<file path="src/ssf_pkg.sv">
// ssf_pkg: register map, field positions and carrier types for the spi status flags block
// assumes: included before every other file of the block
package ssf_pkg;
  localparam logic [7:0] SSF_STATUS_OFS = 8'h10;
  localparam logic [7:0] SSF_COUNT_OFS = 8'h14;
  localparam logic [7:0] SSF_TRIG_OFS = 8'h1C;
  localparam logic [7:0] SSF_CTRL_OFS = 8'h40;
  localparam int SSF_TC_BIT = 0;
  localparam int SSF_DMAC_BIT = 1;
  localparam int SSF_TXERR_BIT = 2;
  localparam int SSF_RXERR_BIT = 3;
  localparam int SSF_PERR_BIT = 4;
  localparam int SSF_TXFULL_BIT = 8;
  localparam int SSF_TXEMPTY_BIT = 9;
  localparam int SSF_TXREQ_BIT = 10;
  localparam int SSF_CTL_DMA_BIT = 0;
  localparam int SSF_CTL_DESC_BIT = 1;
  localparam int SSF_CTL_CLOSE_BIT = 2;
  localparam int SSF_CTL_STOP_BIT = 3;
  localparam int SSF_CTL_TXDMA_BIT = 4;
  localparam int SSF_CTL_RXDMA_BIT = 5;
  localparam logic [5:0] SSF_CTRL_RST = 6'h00;
  localparam logic [5:0] SSF_CTRL_MASK = 6'h3F;
  localparam int SSF_CNT_W = 16;
  localparam int SSF_TX_DEPTH = 64;

  typedef enum logic [1:0] {SSF_MODE_MANUAL, SSF_MODE_DMA, SSF_MODE_DESC} ssf_mode_t;

  // engine events, all one-cycle pulses
  typedef struct packed {
    logic tx_push;
    logic tx_pop;
    logic rx_read_empty;
    logic prog_err;
    logic len_reached;
    logic desc_done;
    logic desc_last;
    logic byte_done;
  } ssf_evt_t;

  // dma completion pulses per channel
  typedef struct packed {
    logic tx_done;
    logic rx_done;
  } ssf_dma_t;
endpackage : ssf_pkg

</file>
<file path="src/ssf_status.sv">
// ssf_status: lower status flags of the spi host controller status register
// assumes: single clock, engine and dma events are one-cycle pulses on i_clk
// What this block does
// - transmit request flag bit 10 sets while tx count <= trigger; write-1-clear
// - transmit empty bit 9 read-only, 1 while buffer empty, resets 1
// - transmit full bit 8 read-only, 1 while buffer full, resets 0
// - programming error bit 4 sets on illegal configuration; write-1-clear
// - receive underflow bit 3 sets on read of empty receive buffer
// - transmit overflow bit 2 sets on write to full transmit buffer
// - dma complete bit 1 sets when dma controller signals completion
// - dma raises completion on transfer close or channel count exhausted
// - with both dma directions active, wait for both completions
// - close-transfer option sets dma complete and transfer complete together
// - descriptor mode does not suppress dma complete per descriptor
// - manual mode sets transfer complete when length reached
// - dma mode sets transfer complete with dma complete
// - descriptor mode sets transfer complete on last descriptor, and with dma complete under close-transfer
// - stop finishes current byte then sets transfer complete
// - dma complete is meaningless without dma enabled
// - transmit byte count tracks valid bytes in transmit buffer
// - trigger level zero disables transmit request
//
// Design decision made here: strobed register access.
module ssf_status
  import ssf_pkg::*;
#(
  parameter int TX_DEPTH = SSF_TX_DEPTH
) (
  // clock and reset
  input wire logic i_clk,
  input wire logic i_rst_n,
  // register port
  input wire logic [7:0] i_addr,
  input wire logic [31:0] i_wdata,
  input wire logic i_wr,
  input wire logic i_rd,
  output logic [31:0] o_rdata,
  // engine and dma events
  input wire ssf_evt_t i_evt,
  input wire ssf_dma_t i_dma,
  // flags out
  output logic o_xfer_done,
  output logic o_dma_done
);
  logic [SSF_CNT_W-1:0] tx_count;
  logic tx_empty;
  logic tx_full;
  logic [SSF_CNT_W-1:0] tx_trig;
  logic [SSF_CNT_W-1:0] next_tx_trig;
  logic [5:0] ctrl;
  logic [5:0] next_ctrl;
  logic stop_pend;
  logic next_stop_pend;
  logic [1:0] dma_seen;
  logic [1:0] next_dma_seen;
  logic [31:0] next_rdata;
  logic next_xfer_done;
  logic next_dma_done;
  ssf_mode_t mode;
  logic wr_stat;
  logic [4:0] set_vec;
  logic [4:0] clr_vec;
  logic [4:0] flag_vec;
  logic txreq_set;
  logic txreq_flag;
  logic tx_push_ok;
  logic dma_fire;
  logic want_tx;
  logic want_rx;
  logic [1:0] seen_now;

  ssf_tx_count #(
    .DEPTH(TX_DEPTH)
  ) u_txc (
    .i_clk(i_clk),
    .i_rst_n(i_rst_n),
    .i_push(i_evt.tx_push),
    .i_pop(i_evt.tx_pop),
    .o_count(tx_count),
    .o_empty(tx_empty),
    .o_full(tx_full)
  );

  always_comb begin
    if (ctrl[SSF_CTL_DESC_BIT]) begin
      mode = SSF_MODE_DESC;
    end else if (ctrl[SSF_CTL_DMA_BIT]) begin
      mode = SSF_MODE_DMA;
    end else begin
      mode = SSF_MODE_MANUAL;
    end
  end

  // dma completion collection across both directions
  always_comb begin
    want_tx = ctrl[SSF_CTL_TXDMA_BIT];
    want_rx = ctrl[SSF_CTL_RXDMA_BIT];
    seen_now = dma_seen | {i_dma.rx_done, i_dma.tx_done};
    dma_fire = 1'b0;
    next_dma_seen = seen_now;
    if (mode != SSF_MODE_MANUAL) begin
      if (want_tx && want_rx) begin
        dma_fire = seen_now[0] && seen_now[1];
      end else begin
        dma_fire = i_dma.tx_done || i_dma.rx_done;
      end
    end
    if (dma_fire || mode == SSF_MODE_MANUAL) begin
      next_dma_seen = 2'h0;
    end
  end

  // stop: wait for the byte in flight
  always_comb begin
    next_stop_pend = stop_pend;
    if (stop_pend && i_evt.byte_done) begin
      next_stop_pend = 1'b0;
    end else if (i_wr && i_addr == SSF_CTRL_OFS && i_wdata[SSF_CTL_STOP_BIT]) begin
      next_stop_pend = 1'b1;
    end
  end

  assign tx_push_ok = i_evt.tx_push && tx_full;
  assign wr_stat = i_wr && (i_addr == SSF_STATUS_OFS);

  always_comb begin
    set_vec = 5'h00;
    set_vec[SSF_PERR_BIT] = i_evt.prog_err;
    set_vec[SSF_RXERR_BIT] = i_evt.rx_read_empty;
    set_vec[SSF_TXERR_BIT] = tx_push_ok;
    set_vec[SSF_DMAC_BIT] = dma_fire;
    set_vec[SSF_TC_BIT] = stop_pend && i_evt.byte_done;
    case (mode)
      SSF_MODE_MANUAL: begin
        if (i_evt.len_reached) begin
          set_vec[SSF_TC_BIT] = 1'b1;
        end
      end
      SSF_MODE_DMA: begin
        if (dma_fire) begin
          set_vec[SSF_TC_BIT] = 1'b1;
        end
      end
      default: begin
        if (i_evt.desc_done && i_evt.desc_last) begin
          set_vec[SSF_TC_BIT] = 1'b1;
        end
        if (dma_fire && ctrl[SSF_CTL_CLOSE_BIT]) begin
          set_vec[SSF_TC_BIT] = 1'b1;
        end
      end
    endcase
    clr_vec = wr_stat ? i_wdata[4:0] : 5'h00;
  end

  genvar gi;
  generate
    for (gi = 0; gi < 5; gi++) begin : g_flag
      ssf_w1c_flag u_flag (
        .i_clk(i_clk),
        .i_rst_n(i_rst_n),
        .i_set(set_vec[gi]),
        .i_clr(clr_vec[gi]),
        .o_flag(flag_vec[gi])
      );
    end
  endgenerate

  assign txreq_set = (tx_trig != '0) && (tx_count <= tx_trig);

  ssf_w1c_flag u_txreq (
    .i_clk(i_clk),
    .i_rst_n(i_rst_n),
    .i_set(txreq_set),
    .i_clr(wr_stat && i_wdata[SSF_TXREQ_BIT]),
    .o_flag(txreq_flag)
  );

  // configuration registers and read mux
  always_comb begin
    next_ctrl = ctrl;
    next_tx_trig = tx_trig;
    next_rdata = 32'h0000_0000;
    if (i_wr) begin
      if (i_addr == SSF_CTRL_OFS) begin
        next_ctrl = i_wdata[5:0] & SSF_CTRL_MASK;
        next_ctrl[SSF_CTL_STOP_BIT] = 1'b0;
      end else if (i_addr == SSF_TRIG_OFS) begin
        next_tx_trig = i_wdata[SSF_CNT_W-1:0];
      end
    end
    if (i_rd) begin
      if (i_addr == SSF_STATUS_OFS) begin
        next_rdata[4:0] = flag_vec;
        next_rdata[SSF_TXFULL_BIT] = tx_full;
        next_rdata[SSF_TXEMPTY_BIT] = tx_empty;
        next_rdata[SSF_TXREQ_BIT] = txreq_flag;
      end else if (i_addr == SSF_COUNT_OFS) begin
        next_rdata[SSF_CNT_W-1:0] = tx_count;
      end else if (i_addr == SSF_TRIG_OFS) begin
        next_rdata[SSF_CNT_W-1:0] = tx_trig;
      end else if (i_addr == SSF_CTRL_OFS) begin
        next_rdata[5:0] = ctrl;
        next_rdata[SSF_CTL_STOP_BIT] = stop_pend;
      end else begin
        next_rdata = 32'h0000_0000;
      end
    end
    next_xfer_done = flag_vec[SSF_TC_BIT];
    next_dma_done = flag_vec[SSF_DMAC_BIT];
  end

  always_ff @(posedge i_clk or negedge i_rst_n) begin
    if (!i_rst_n) begin
      ctrl <= SSF_CTRL_RST;
      tx_trig <= '0;
      stop_pend <= 1'b0;
      dma_seen <= 2'h0;
      o_rdata <= 32'h0000_0000;
      o_xfer_done <= 1'b0;
      o_dma_done <= 1'b0;
    end else begin
      ctrl <= next_ctrl;
      tx_trig <= next_tx_trig;
      stop_pend <= next_stop_pend;
      dma_seen <= next_dma_seen;
      o_rdata <= next_rdata;
      o_xfer_done <= next_xfer_done;
      o_dma_done <= next_dma_done;
    end
  end
endmodule : ssf_status

</file>
<file path="src/ssf_tx_count.sv">
// ssf_tx_count: transmit buffer occupancy counter with empty and full
// assumes: push is never taken when full, pop never when empty
module ssf_tx_count
  import ssf_pkg::*;
#(
  parameter int DEPTH = SSF_TX_DEPTH
) (
  // clock and reset
  input wire logic i_clk,
  input wire logic i_rst_n,
  // buffer events
  input wire logic i_push,
  input wire logic i_pop,
  // state
  output logic [SSF_CNT_W-1:0] o_count,
  output logic o_empty,
  output logic o_full
);
  localparam logic [SSF_CNT_W-1:0] DEPTH_C = SSF_CNT_W'(DEPTH);
  logic [SSF_CNT_W-1:0] next_count;
  logic do_push;
  logic do_pop;

  always_comb begin
    do_push = i_push && (o_count != DEPTH_C);
    do_pop = i_pop && (o_count != '0);
    next_count = o_count;
    if (do_push && !do_pop) begin
      next_count = o_count + 16'h0001;
    end else if (do_pop && !do_push) begin
      next_count = o_count - 16'h0001;
    end
  end

  always_ff @(posedge i_clk or negedge i_rst_n) begin
    if (!i_rst_n) begin
      o_count <= '0;
    end else begin
      o_count <= next_count;
    end
  end

  assign o_empty = (o_count == '0);
  assign o_full = (o_count == DEPTH_C);
endmodule : ssf_tx_count

</file>
<file path="src/ssf_w1c_flag.sv">
// ssf_w1c_flag: one sticky write-one-to-clear flag
// assumes: set and clear are single-cycle pulses on i_clk
module ssf_w1c_flag
  import ssf_pkg::*;
(
  // clock and reset
  input wire logic i_clk,
  input wire logic i_rst_n,
  // control
  input wire logic i_set,
  input wire logic i_clr,
  // state
  output logic o_flag
);
  logic next_flag;

  always_comb begin
    next_flag = o_flag;
    if (i_set) begin
      next_flag = 1'b1;
    end else if (i_clr) begin
      next_flag = 1'b0;
    end
  end

  always_ff @(posedge i_clk or negedge i_rst_n) begin
    if (!i_rst_n) begin
      o_flag <= 1'b0;
    end else begin
      o_flag <= next_flag;
    end
  end
endmodule : ssf_w1c_flag
</file>
<file path="config.mk">
export PLATFORM = sky130hd
export DESIGN_NAME = ssf_status
export DESIGN_NICKNAME = d
export VERILOG_FILES = /design/src/ssf_pkg.sv /design/src/ssf_status.sv /design/src/ssf_tx_count.sv /design/src/ssf_w1c_flag.sv
export SDC_FILE = /design/constraint.sdc
export NUM_CORES = 1
export LEC_CHECK = 0
export BUFFER_PORTS_ARGS = -buffer_cell sky130_fd_sc_hd__buf_2
export CORE_ASPECT_RATIO = 1.4
export CORE_MARGIN = 1.5
export CORE_UTILIZATION = 30
export DETAILED_ROUTE_END_ITERATION = 12
export PLACE_DENSITY = 0.47
export SETUP_SLACK_MARGIN = 0.4
export SLEW_MARGIN = 20
export SYNTH_ARGS = -nofsm -noshare
export SYNTH_HDL_FRONTEND = slang
export SYNTH_SLANG_ARGS = --single-unit
</file>
<file path="constraint.sdc">
create_clock -name i_clk -period 4.7 [get_ports i_clk]
set_input_delay 0.94 -clock i_clk [delete_from_list [all_inputs] [get_ports i_clk]]
set_output_delay 0.94 -clock i_clk [all_outputs]
set_load 0.05 [all_outputs]
</file>
---- Word level (Yosys, flattened, before mapping) ----
Index checks and enable logic that the tools add are counted.
cells by class
  add/subtract/negate cells ............... 2
  magnitude comparators ................... 1
  equal/unequal tests ..................... 7
  muxes and demuxes ....................... 35
  bitwise logic cells ..................... 2
  reduce and logical (&&, ||, !) cells .... 34
operators with widths
  operator               count
  $mux 16                5
  $reduce_bool 16->1     2
  $eq 8x5->1 const B     3
  $mux 1                 21
  $reduce_bool 2->1      9
  $add 16x1->16 const B  1
  $eq 16x7->1 const B    1
  $le 16x16->1           1
  $logic_not 16->1       1
  $ne 16x7->1 const B    1
  $sub 16x1->16 const B  1
  $logic_and 1x1->1      15
  $mux 5                 3
  $eq 8x7->1 const B     1
  $mux 3                 2
  $mux 6                 1
  $mux 2                 2
  $reduce_and 3->1       1
  $eq 2x1->1 const B     1
  $logic_not 1->1        2
  $logic_not 2->1        1
  $logic_or 1x1->1       2
  $or 2x2->2             1
  $pmux 1 s2             1
  2 further kinds        2
storage, ports and cells
  register bits ........................... 80
  input port bits ......................... 54
  output and inout port bits .............. 34
  logic and storage cells ................. 95

---- Depth between registers and ports, before layout ----
Gate-level depths: netlist of the first run.
  word-level depth ........................ 8
  depth in mapped cells ................... 15
  depth with buffers taken out ............ 14

---- Modules after synthesis ----
Synthesis of the first run repeated with hierarchy kept, for this count alone.
unflattened totals
  cell total of the unflattened synthesis .. 410
  area, all modules ....................... 4135.2 um2
by module, submodules not included
  module        times used  cells an instance  area an instance (um2)  seq. area each (um2)
  ssf_status    1           237                2577.5                  1051.0
  ssf_tx_count  1           155                1340.0                  400.4
  ssf_w1c_flag  6           3                  36.3                    25.0

---- Worst setup path before layout of the first run ----
Ideal clock, no wire load.
  kind .................................... reg2reg
  from .................................... register u_txc.o_count[1]
  to ...................................... register u_txc.o_count[15]
  setup time .............................. 0.101 ns
  data arrival time ....................... 3.722 ns
  required time ........................... 4.599 ns
  slack ................................... 0.877 ns
  cell stages (with the launch flop) ...... 15
  path buffers ............................ 0
  clock period less this slack ............ 3.823 ns
  path through ............................ dfrtp_1 > nor4_1 > nand3_1 > or4_1 > nor2_1 > nor2b_1 > ha_1 > inv_1 > ha_1 > a2111oi_0 > o21ai_0 > a221oi_1 > o21ai_0 > xnor2_1 > o32ai_1
between the ends
  word-level cells in the longest chain between the ends .. 5
  elaborated cells between the ends (all ways) .. 13
  classes of those cells .................. add/sub (2); eq/ne (1); mux (2); reduce/logical (8)
ends and longest elaborated chain
  item                                                                   line                RTL
  start, declared                                                        ssf_tx_count.sv:15  output logic [SSF_CNT_W-1:0] o_count,
  start signal, assigned                                                 ssf_tx_count.sv:39  o_count <= next_count;
  parallel branches: the longest is 5 deep, another holds $sub 16x1->16  --
Several ways; the timed one is not identified. The select of a mux whose other input is x is not followed.
A chain may end at the register's enable or synchronous reset.

---- Worst setup path after layout of the first run ----
  from .................................... register u_txc.o_count[13]
  to ...................................... register u_txc.o_count[13]
The elaborated chain is that of the path after synthesis.

==> flow_summary.json, run 1 <==
{
  "status": "completed",
  "layout_commonest_cell": "dfrtp_1",
  "finalSetupViolations": 0,
  "synthTopCellsByArea": "dfrtp_1, ha_1, mux2_2, mux2_4, a22oi_1",
  "finalCritPeriodShare_pct": 84.94,
  "synth_ff_type": "dfrtp_1",
  "critPathSlowestCell": "dfrtp_1",
  "ant_nets": 0,
  "rsz0062_at_grt": "false",
  "wirelength_um": 10250,
  "yosys_warnings": 0,
  "dr.pass1.iters": 5,
  "die_area_um2": 14090,
  "via_count": 3163,
  "cpPeakStageDelay_ps": 460,
  "hold_buffers": 0,
  "peakVddDrop_mv": 0.1856,
  "critPathRequiredTime_ps": 4900,
  "cp_num_buf_inv": 2,
  "final_util_pct": 36.91,
  "initial_core_util_pct": 31.03,
  "r2r-start": "u_txc.o_count[13]",
  "cts_tree": "done",
  "gp_congestion": 0.8428,
  "synth_top_area_cell": "dfrtp_1",
  "die_x_um": 100.8,
  "netlist.area_leader.share_pct": 39.90,
  "maxCapViolations": 0,
  "netlist_area_um2": 4014,
  "clk_latency_ps": 330,
  "drt_iter0_markers": 154,
  "yosysSeqAreaShare_pct": 39.90,
  "gr-total-overflow": 0,
  "grt_pass1_wl_um": 16720,
  "final_cell_area_um2": 4775,
  "syn-instance-count": 394,
  "drive_gt1_share_pct": 25.70,
  "fin_ws_ps": 707.6,
  "fmax_mhz": 250.5,
  "grt_antenna_before_repair": 0,
  "hold_path_class": "reg -> reg",
  "async_flop_share_pct": 100.0,
  "cp-startpoint": "u_txc.o_count[13]",
  "grt_usage_pct": 15.49,
  "syn_to_final_growth_pct": 18.95,
  "htree_levels": 3,
  "p_per_area_nw_per_um2": 517.4,
  "tns_ps": 0,
  "cts_buffer_depth": 2,
  "reg2reg_slack_ps": 710,
  "nNetsFinal": 544,
  "drcViolationCount": 0,
  "wire_per_inst_um": 16.00,
  "fillers": 1329,
  "dpl-instance-area_um2": 4479,
  "dp_worst_setup_slack_ps": 365.4,
  "vias_per_cell": 4.934,
  "synthDistinctLibCells": 60,
  "synth_edf_count": 0,
  "drv_slew": 0,
  "rows": 49,
  "ys_ff_latch": 64,
  "syn_area_per_cell_um2": 10.19,
  "r2r-end": "u_txc.o_count[13]",
  "cp_cell_sequence": "nor4_2 -> nand3_1 -> or4_1 -> nor2_1 -> nor2b_1 -> ha_1 -> inv_2 -> ha_1 -> a2111oi_0 -> o21ai_1 -> buf_4 -> a41oi_1 -> o21ai_0 -> xnor2_1 -> o21ai_0",
  "holdPathEnd": "o_xfer_done",
  "power.leakage_uw": 0.002199,
  "critPathKind": "reg -> reg",
  "grt_max_degree": 43,
  "die_h_um": 139.9,
  "io_buffers": 55,
  "coreArea_um2": 12940,
  "reg2reg_depth": 15,
  "finalClockSkew_ps": 7.756,
  "num_io_pins": 88,
  "tightest_slew_ps": 950.2,
  "most-common-layout-cells": "dfrtp_1, buf_2, ha_1",
  "endpoint_kind": "flop",
  "cts_made_buffers": 9,
  "hpwlAfterDp_um": 7934,
  "cp_top_family": "compound AO/OA/AOI/OAI gates",
  "critPathArrivalTime_ps": 4190,
  "worstHoldPathCells": 0,
  "start_kind": "flop",
  "hold_violations": 0,
  "grt_pass1_vias": 3247,
  "maxSlewHeadroom_pct": 36.65,
  "fin_crit_ps": 3992,
  "cts_sinks": 64,
  "hp-start": "g_flag[0].u_flag.o_flag",
  "crit_fanout": 7,
  "antenna_cells": 0,
  "clk_pin_slew_ps": 60,
  "cts-root-buf": "clkbuf_16"
}
## metal layers
metal	global-route usage, %	up-vias	share of wire (%)
li1	-	1562	-
met1	18.38	1530	41
met2	27.42	63	53
met3	2.461	8	3.6
met4	6.153	0	1.6
met5	0	-	0
## layout make-up
class	instances	area, µm²	area share, %
clock buffer	9	225.2	4.717
sequential	64	1602	33.54
multi-input combinational	293	2216	46.41
inverter	23	86.33	1.808
clock inverter	7	57.56	1.205
tap	178	222.7	4.665
timing repair buffer	67	365.4	7.652
## worst max-delay path by stage
stage,to,slack [ps],depth (start not counted)
after floorplan,u_txc.o_count[15],880,14
after global placement,u_txc.o_count[15],420,14
after detailed placement,u_txc.o_count[15],370,14
after CTS,u_txc.o_count[13],430,15
after global routing,u_txc.o_count[13],410,15
final,u_txc.o_count[13],710,15
## stage by stage
step                cells  hold WS, ps  total power [µW]
CTS                   641        408.7              2492
floorplan             409        374.0              1531
global route          641        421.2              2660
finish                641        405.7              2470
global placement      625        393.1              1833
detailed placement    625        395.4              1855
## Yosys cell counts, types with 2 or more instances
cell	instances
and4_1	3
nor4_1	8
o211ai_1	3
nand3_1	2
nand4_1	5
buf_4	16
and2_1	3
nand2_2	2
a21oi_1	17
o21a_1	4
xnor2_1	7
dfrtp_1	64
nor3_1	4
o21ai_0	25
nand2_1	25
a21o_1	13
a222oi_1	4
nand2b_1	3
nor2_1	19
xor2_1	4
ha_1	31
clkbuf_1	9
a22oi_1	18
mux2_2	15
buf_2	2
nor2b_1	9
a31oi_1	2
o31ai_1	2
nor4b_4	2
and3_1	4
and4b_1	2
inv_1	23
o32ai_1	2
a21boi_0	5
mux2_4	10
a211oi_1	3
## worst reg2reg max path: cells and delay by family (launching register included)
kind | cells | cell delay, ps
AND/OR/NAND/NOR | 5 | 1140
flip-flops | 1 | 460
buffers and inverters | 2 | 350
adder cells (fa/ha/maj) | 2 | 590
XOR/XNOR | 1 | 170
AO/OA/AOI/OAI | 5 | 1180
## state kept, by name, indices dropped and copies added, names as in the netlist
signal	flops
ctrl	5
dma_seen	2
g_flag.u_flag.o_flag	5
o_dma_done	1
o_rdata	16
o_xfer_done	1
stop_pend	1
tx_trig	16
u_txc.o_count	16
u_txreq.o_flag	1
## where the power goes
group	internal, µW	switching (µW)
Sequential	638	118
Combinational	492	604
Clock	361	257
Total	1490	979
## cells by family (layout without fill, tap and decap cells)
family                   after synthesis  after routing  synth area share [%]
multiplexers                          26             26                 8.198
flip-flops                            64             64                 39.90
AND/OR/NAND/NOR                       97             97                 13.72
buffers and inverters                 52            106                 6.608
XOR/XNOR                              11             11                 2.400
AO/OA/AOI/OAI                        111            111                 18.92
adder cells (fa/ha/maj)               32             32                 10.16
other                                  1             16               0.09343
## what timing repair did
action | in CTS | in global routing
setup endpoints to repair | 2 | 3
resized for setup | 2 | 2
setup buffers | 0 | 0
hold endpoints to repair | 0 | 0
(Power assumes the default switching activity.)
==> inputs of run 2 (changes only) <==
- clock period: 4.7 -> 3.8 ns (I/O delays scaled with it)
==> run 2 against run 1 <==
Against the previous run: combinational power is 88% higher; power is 55% higher; worst setup slack worse by 550 ps; hold slack worse by 0.82 ps; utilization is 5.5 points higher; design area is 15% higher; first-iteration DRC count is 27% lower; critical endpoint is now u_txc.o_count[11].
==> flow_summary.json, run 2 (synthesis results as in run 1) <==
{
  "rows": 49,
  "htree_levels": 3,
  "die_area_um2": 14090,
  "cts_buffer_depth": 2,
  "maxCapViolations": 0,
  "gr-total-overflow": 0,
  "fillers": 1297,
  "grt_pass1_wl_um": 17530,
  "maxSlewHeadroom_pct": 61.55,
  "dp_worst_setup_slack_ps": -37.66,
  "nNetsFinal": 597,
  "rsz0062_at_grt": "true",
  "dpl-instance-area_um2": 4843,
  "finalCritPeriodShare_pct": 95.79,
  "syn_to_final_growth_pct": 36.63,
  "dr.pass1.iters": 5,
  "cp-startpoint": "u_txc.o_count[15]",
  "cts_tree": "done",
  "critPathSlowestCell": "or4_4",
  "critPathArrivalTime_ps": 3850,
  "cts_sinks": 64,
  "die_x_um": 100.8,
  "layout_commonest_cell": "dfrtp_1",
  "grt_antenna_before_repair": 0,
  "cp_cell_sequence": "nor4_2 -> buf_4 -> nand3_2 -> or4_4 -> o21ai_2 -> ha_2 -> clkinvlp_4 -> buf_4 -> buf_6 -> ha_4 -> a211oi_4 -> o21ai_1 -> buf_4 -> a221oi_4 -> buf_4 -> xnor2_1 -> mux2_2",
  "cpPeakStageDelay_ps": 440,
  "vias_per_cell": 4.798,
  "num_io_pins": 88,
  "endpoint": "u_txc.o_count[11]",
  "status": "completed",
  "finalNonFillerCells": 694,
  "critPathRequiredTime_ps": 4010,
  "final_cell_area_um2": 5484,
  "drv_slew": 0,
  "grt_pass1_vias": 3466,
  "antenna_cells": 0,
  "most-common-layout-cells": "dfrtp_1, buf_4, buf_2",
  "r2r-start": "u_txc.o_count[15]",
  "wirelength_um": 10640,
  "cts_made_buffers": 9,
  "fin_ws_ps": 160.0,
  "start_kind": "flop",
  "reg_top3": "o_rdata (16), tx_trig (16), u_txc.o_count (16)",
  "drcViolationCount": 0,
  "grt_max_degree": 46,
  "critPathKind": "reg -> reg",
  "p_per_area_nw_per_um2": 699.5,
  "place_inst": 664,
  "hold_path_class": "reg -> reg",
  "peakVddDrop_mv": 0.2381,
  "switching_power_uw": 1398,
  "initial_core_util_pct": 31.03,
  "hpwlAfterDp_um": 8228,
  "grt_usage_pct": 16.14,
  "io_buffers": 55,
  "drive_gt1_share_pct": 38.57,
  "wire_per_inst_um": 15.33,
  "swShare_pct": 36.45,
  "finalSetupViolations": 0,
  "drt_iter0_markers": 113,
  "reg2reg_depth": 17,
  "gp_congestion": 0.8169,
  "ant_nets": 0,
  "coreArea_um2": 12940,
  "hold_violations": 0,
  "endpoint_kind": "flop",
  "seq_power_share_pct": 23.0,
  "p_int_uw": 2438,
  "crit_fanout": 7,
  "clk_latency_ps": 330,
  "cts-root-buf": "clkbuf_16",
  "power.leakage_uw": 0.002520,
  "reg2reg_slack_ps": 160,
  "tns_ps": 0,
  "fin_crit_ps": 3640,
  "fmax_mhz": 274.7,
  "path_common_cell": "buf_4",
  "combPwrFrac_pct": 54.0,
  "clk_pin_slew_ps": 60,
  "finalClockSkew_ps": 5.575,
  "tightest_slew_ps": 576.8,
  "die_h_um": 139.9,
  "via_count": 3330,
  "hold_buffers": 0,
  "r2r-end": "u_txc.o_count[11]",
  "p_clk_share_pct": 23.1
}
## run 2: cell types whose count changed in the layout (fill, tap and decap cells not counted), moves of 5 or more
cell / change
o21ai_1: +5
buf_4: +47
ha_1: -9
ha_4: +6
buf_6: +7
o21ai_0: -8
## run 2: through the flow
| step | utilization (%) | hold slack (ps) | power (µW) |
|---|---|---|---|
| finish | 42.39 | 404.9 | 3836 |
| global route | 42.39 | 420.5 | 4134 |
| CTS | 42.03 | 413.8 | 3814 |
| detailed placement | 37.44 | 402.5 | 2640 |
| global placement | 37.44 | 402.2 | 2619 |
| floorplan | - | 374.0 | 1956 |
## run 2: final cells by class
cell class                      count  area, µm²  share of cell area, %
Inverter                           23      90.09                  1.643
Tap cell                          178      222.7                  4.061
Sequential cell                    64       1602                  29.20
Clock buffer                       11      242.7                  4.426
Timing Repair Buffer              120      792.0                  14.44
Multi-Input combinational cell    293       2455                  44.76
Clock inverter                      5      80.08                  1.460
## run 2: critical path, delay by kind of cell, from the launching register on
| family | cells | cell delay, ps |
|---|---|---|
| buffers and inverters | 6 | 940 |
| and+or+nand+nor | 3 | 770 |
| AOI/OAI and AO/OA | 4 | 710 |
| adders and majority gates | 2 | 430 |
| DFF | 1 | 380 |
| muxes | 1 | 250 |
| xor gates and xnor gates | 1 | 50 |
## run 2: how the worst min path moves through the flow
stage | startpoint | to | slack, ps | cells after the start
after floorplan | g_flag[1].u_flag.o_flag | o_dma_done | 370 | 0
after global placement | g_flag[0].u_flag.o_flag | o_xfer_done | 400 | 0
after detailed placement | g_flag[1].u_flag.o_flag | o_dma_done | 400 | 0
after CTS | g_flag[0].u_flag.o_flag | o_xfer_done | 410 | 0
after global routing | g_flag[0].u_flag.o_flag | o_xfer_done | 420 | 0
final | g_flag[0].u_flag.o_flag | o_xfer_done | 400 | 0
## run 2: timing repair
action,CTS,global route
setup endpoints to repair,10,12
buffers inserted,12,2
pin swaps,15,7
resized for setup,33,9
## run 2: power groups by stage
| stage | Sequential [µW] | Combinational (µW) | Clock, µW |
|---|---|---|---|
| final | 881 | 2070 | 885 |
| after global routing | 895 | 2300 | 936 |
| after CTS | 880 | 2030 | 902 |
| after detailed placement | 888 | 1750 | 0 |
| after global placement | 888 | 1730 | 0 |
| after floorplan | 928 | 1030 | 0 |
## run 2: layer usage
metal / GRT usage, % / routed length [µm] / vias to the layer above
met1: 19.07 / 4528 / 1603
met2: 28.98 / 5694 / 54
met3: 2.712 / 257 / 12
met5: 0 / 0 / -
li1: - / - / 1661
met4: 5.560 / 161 / 0
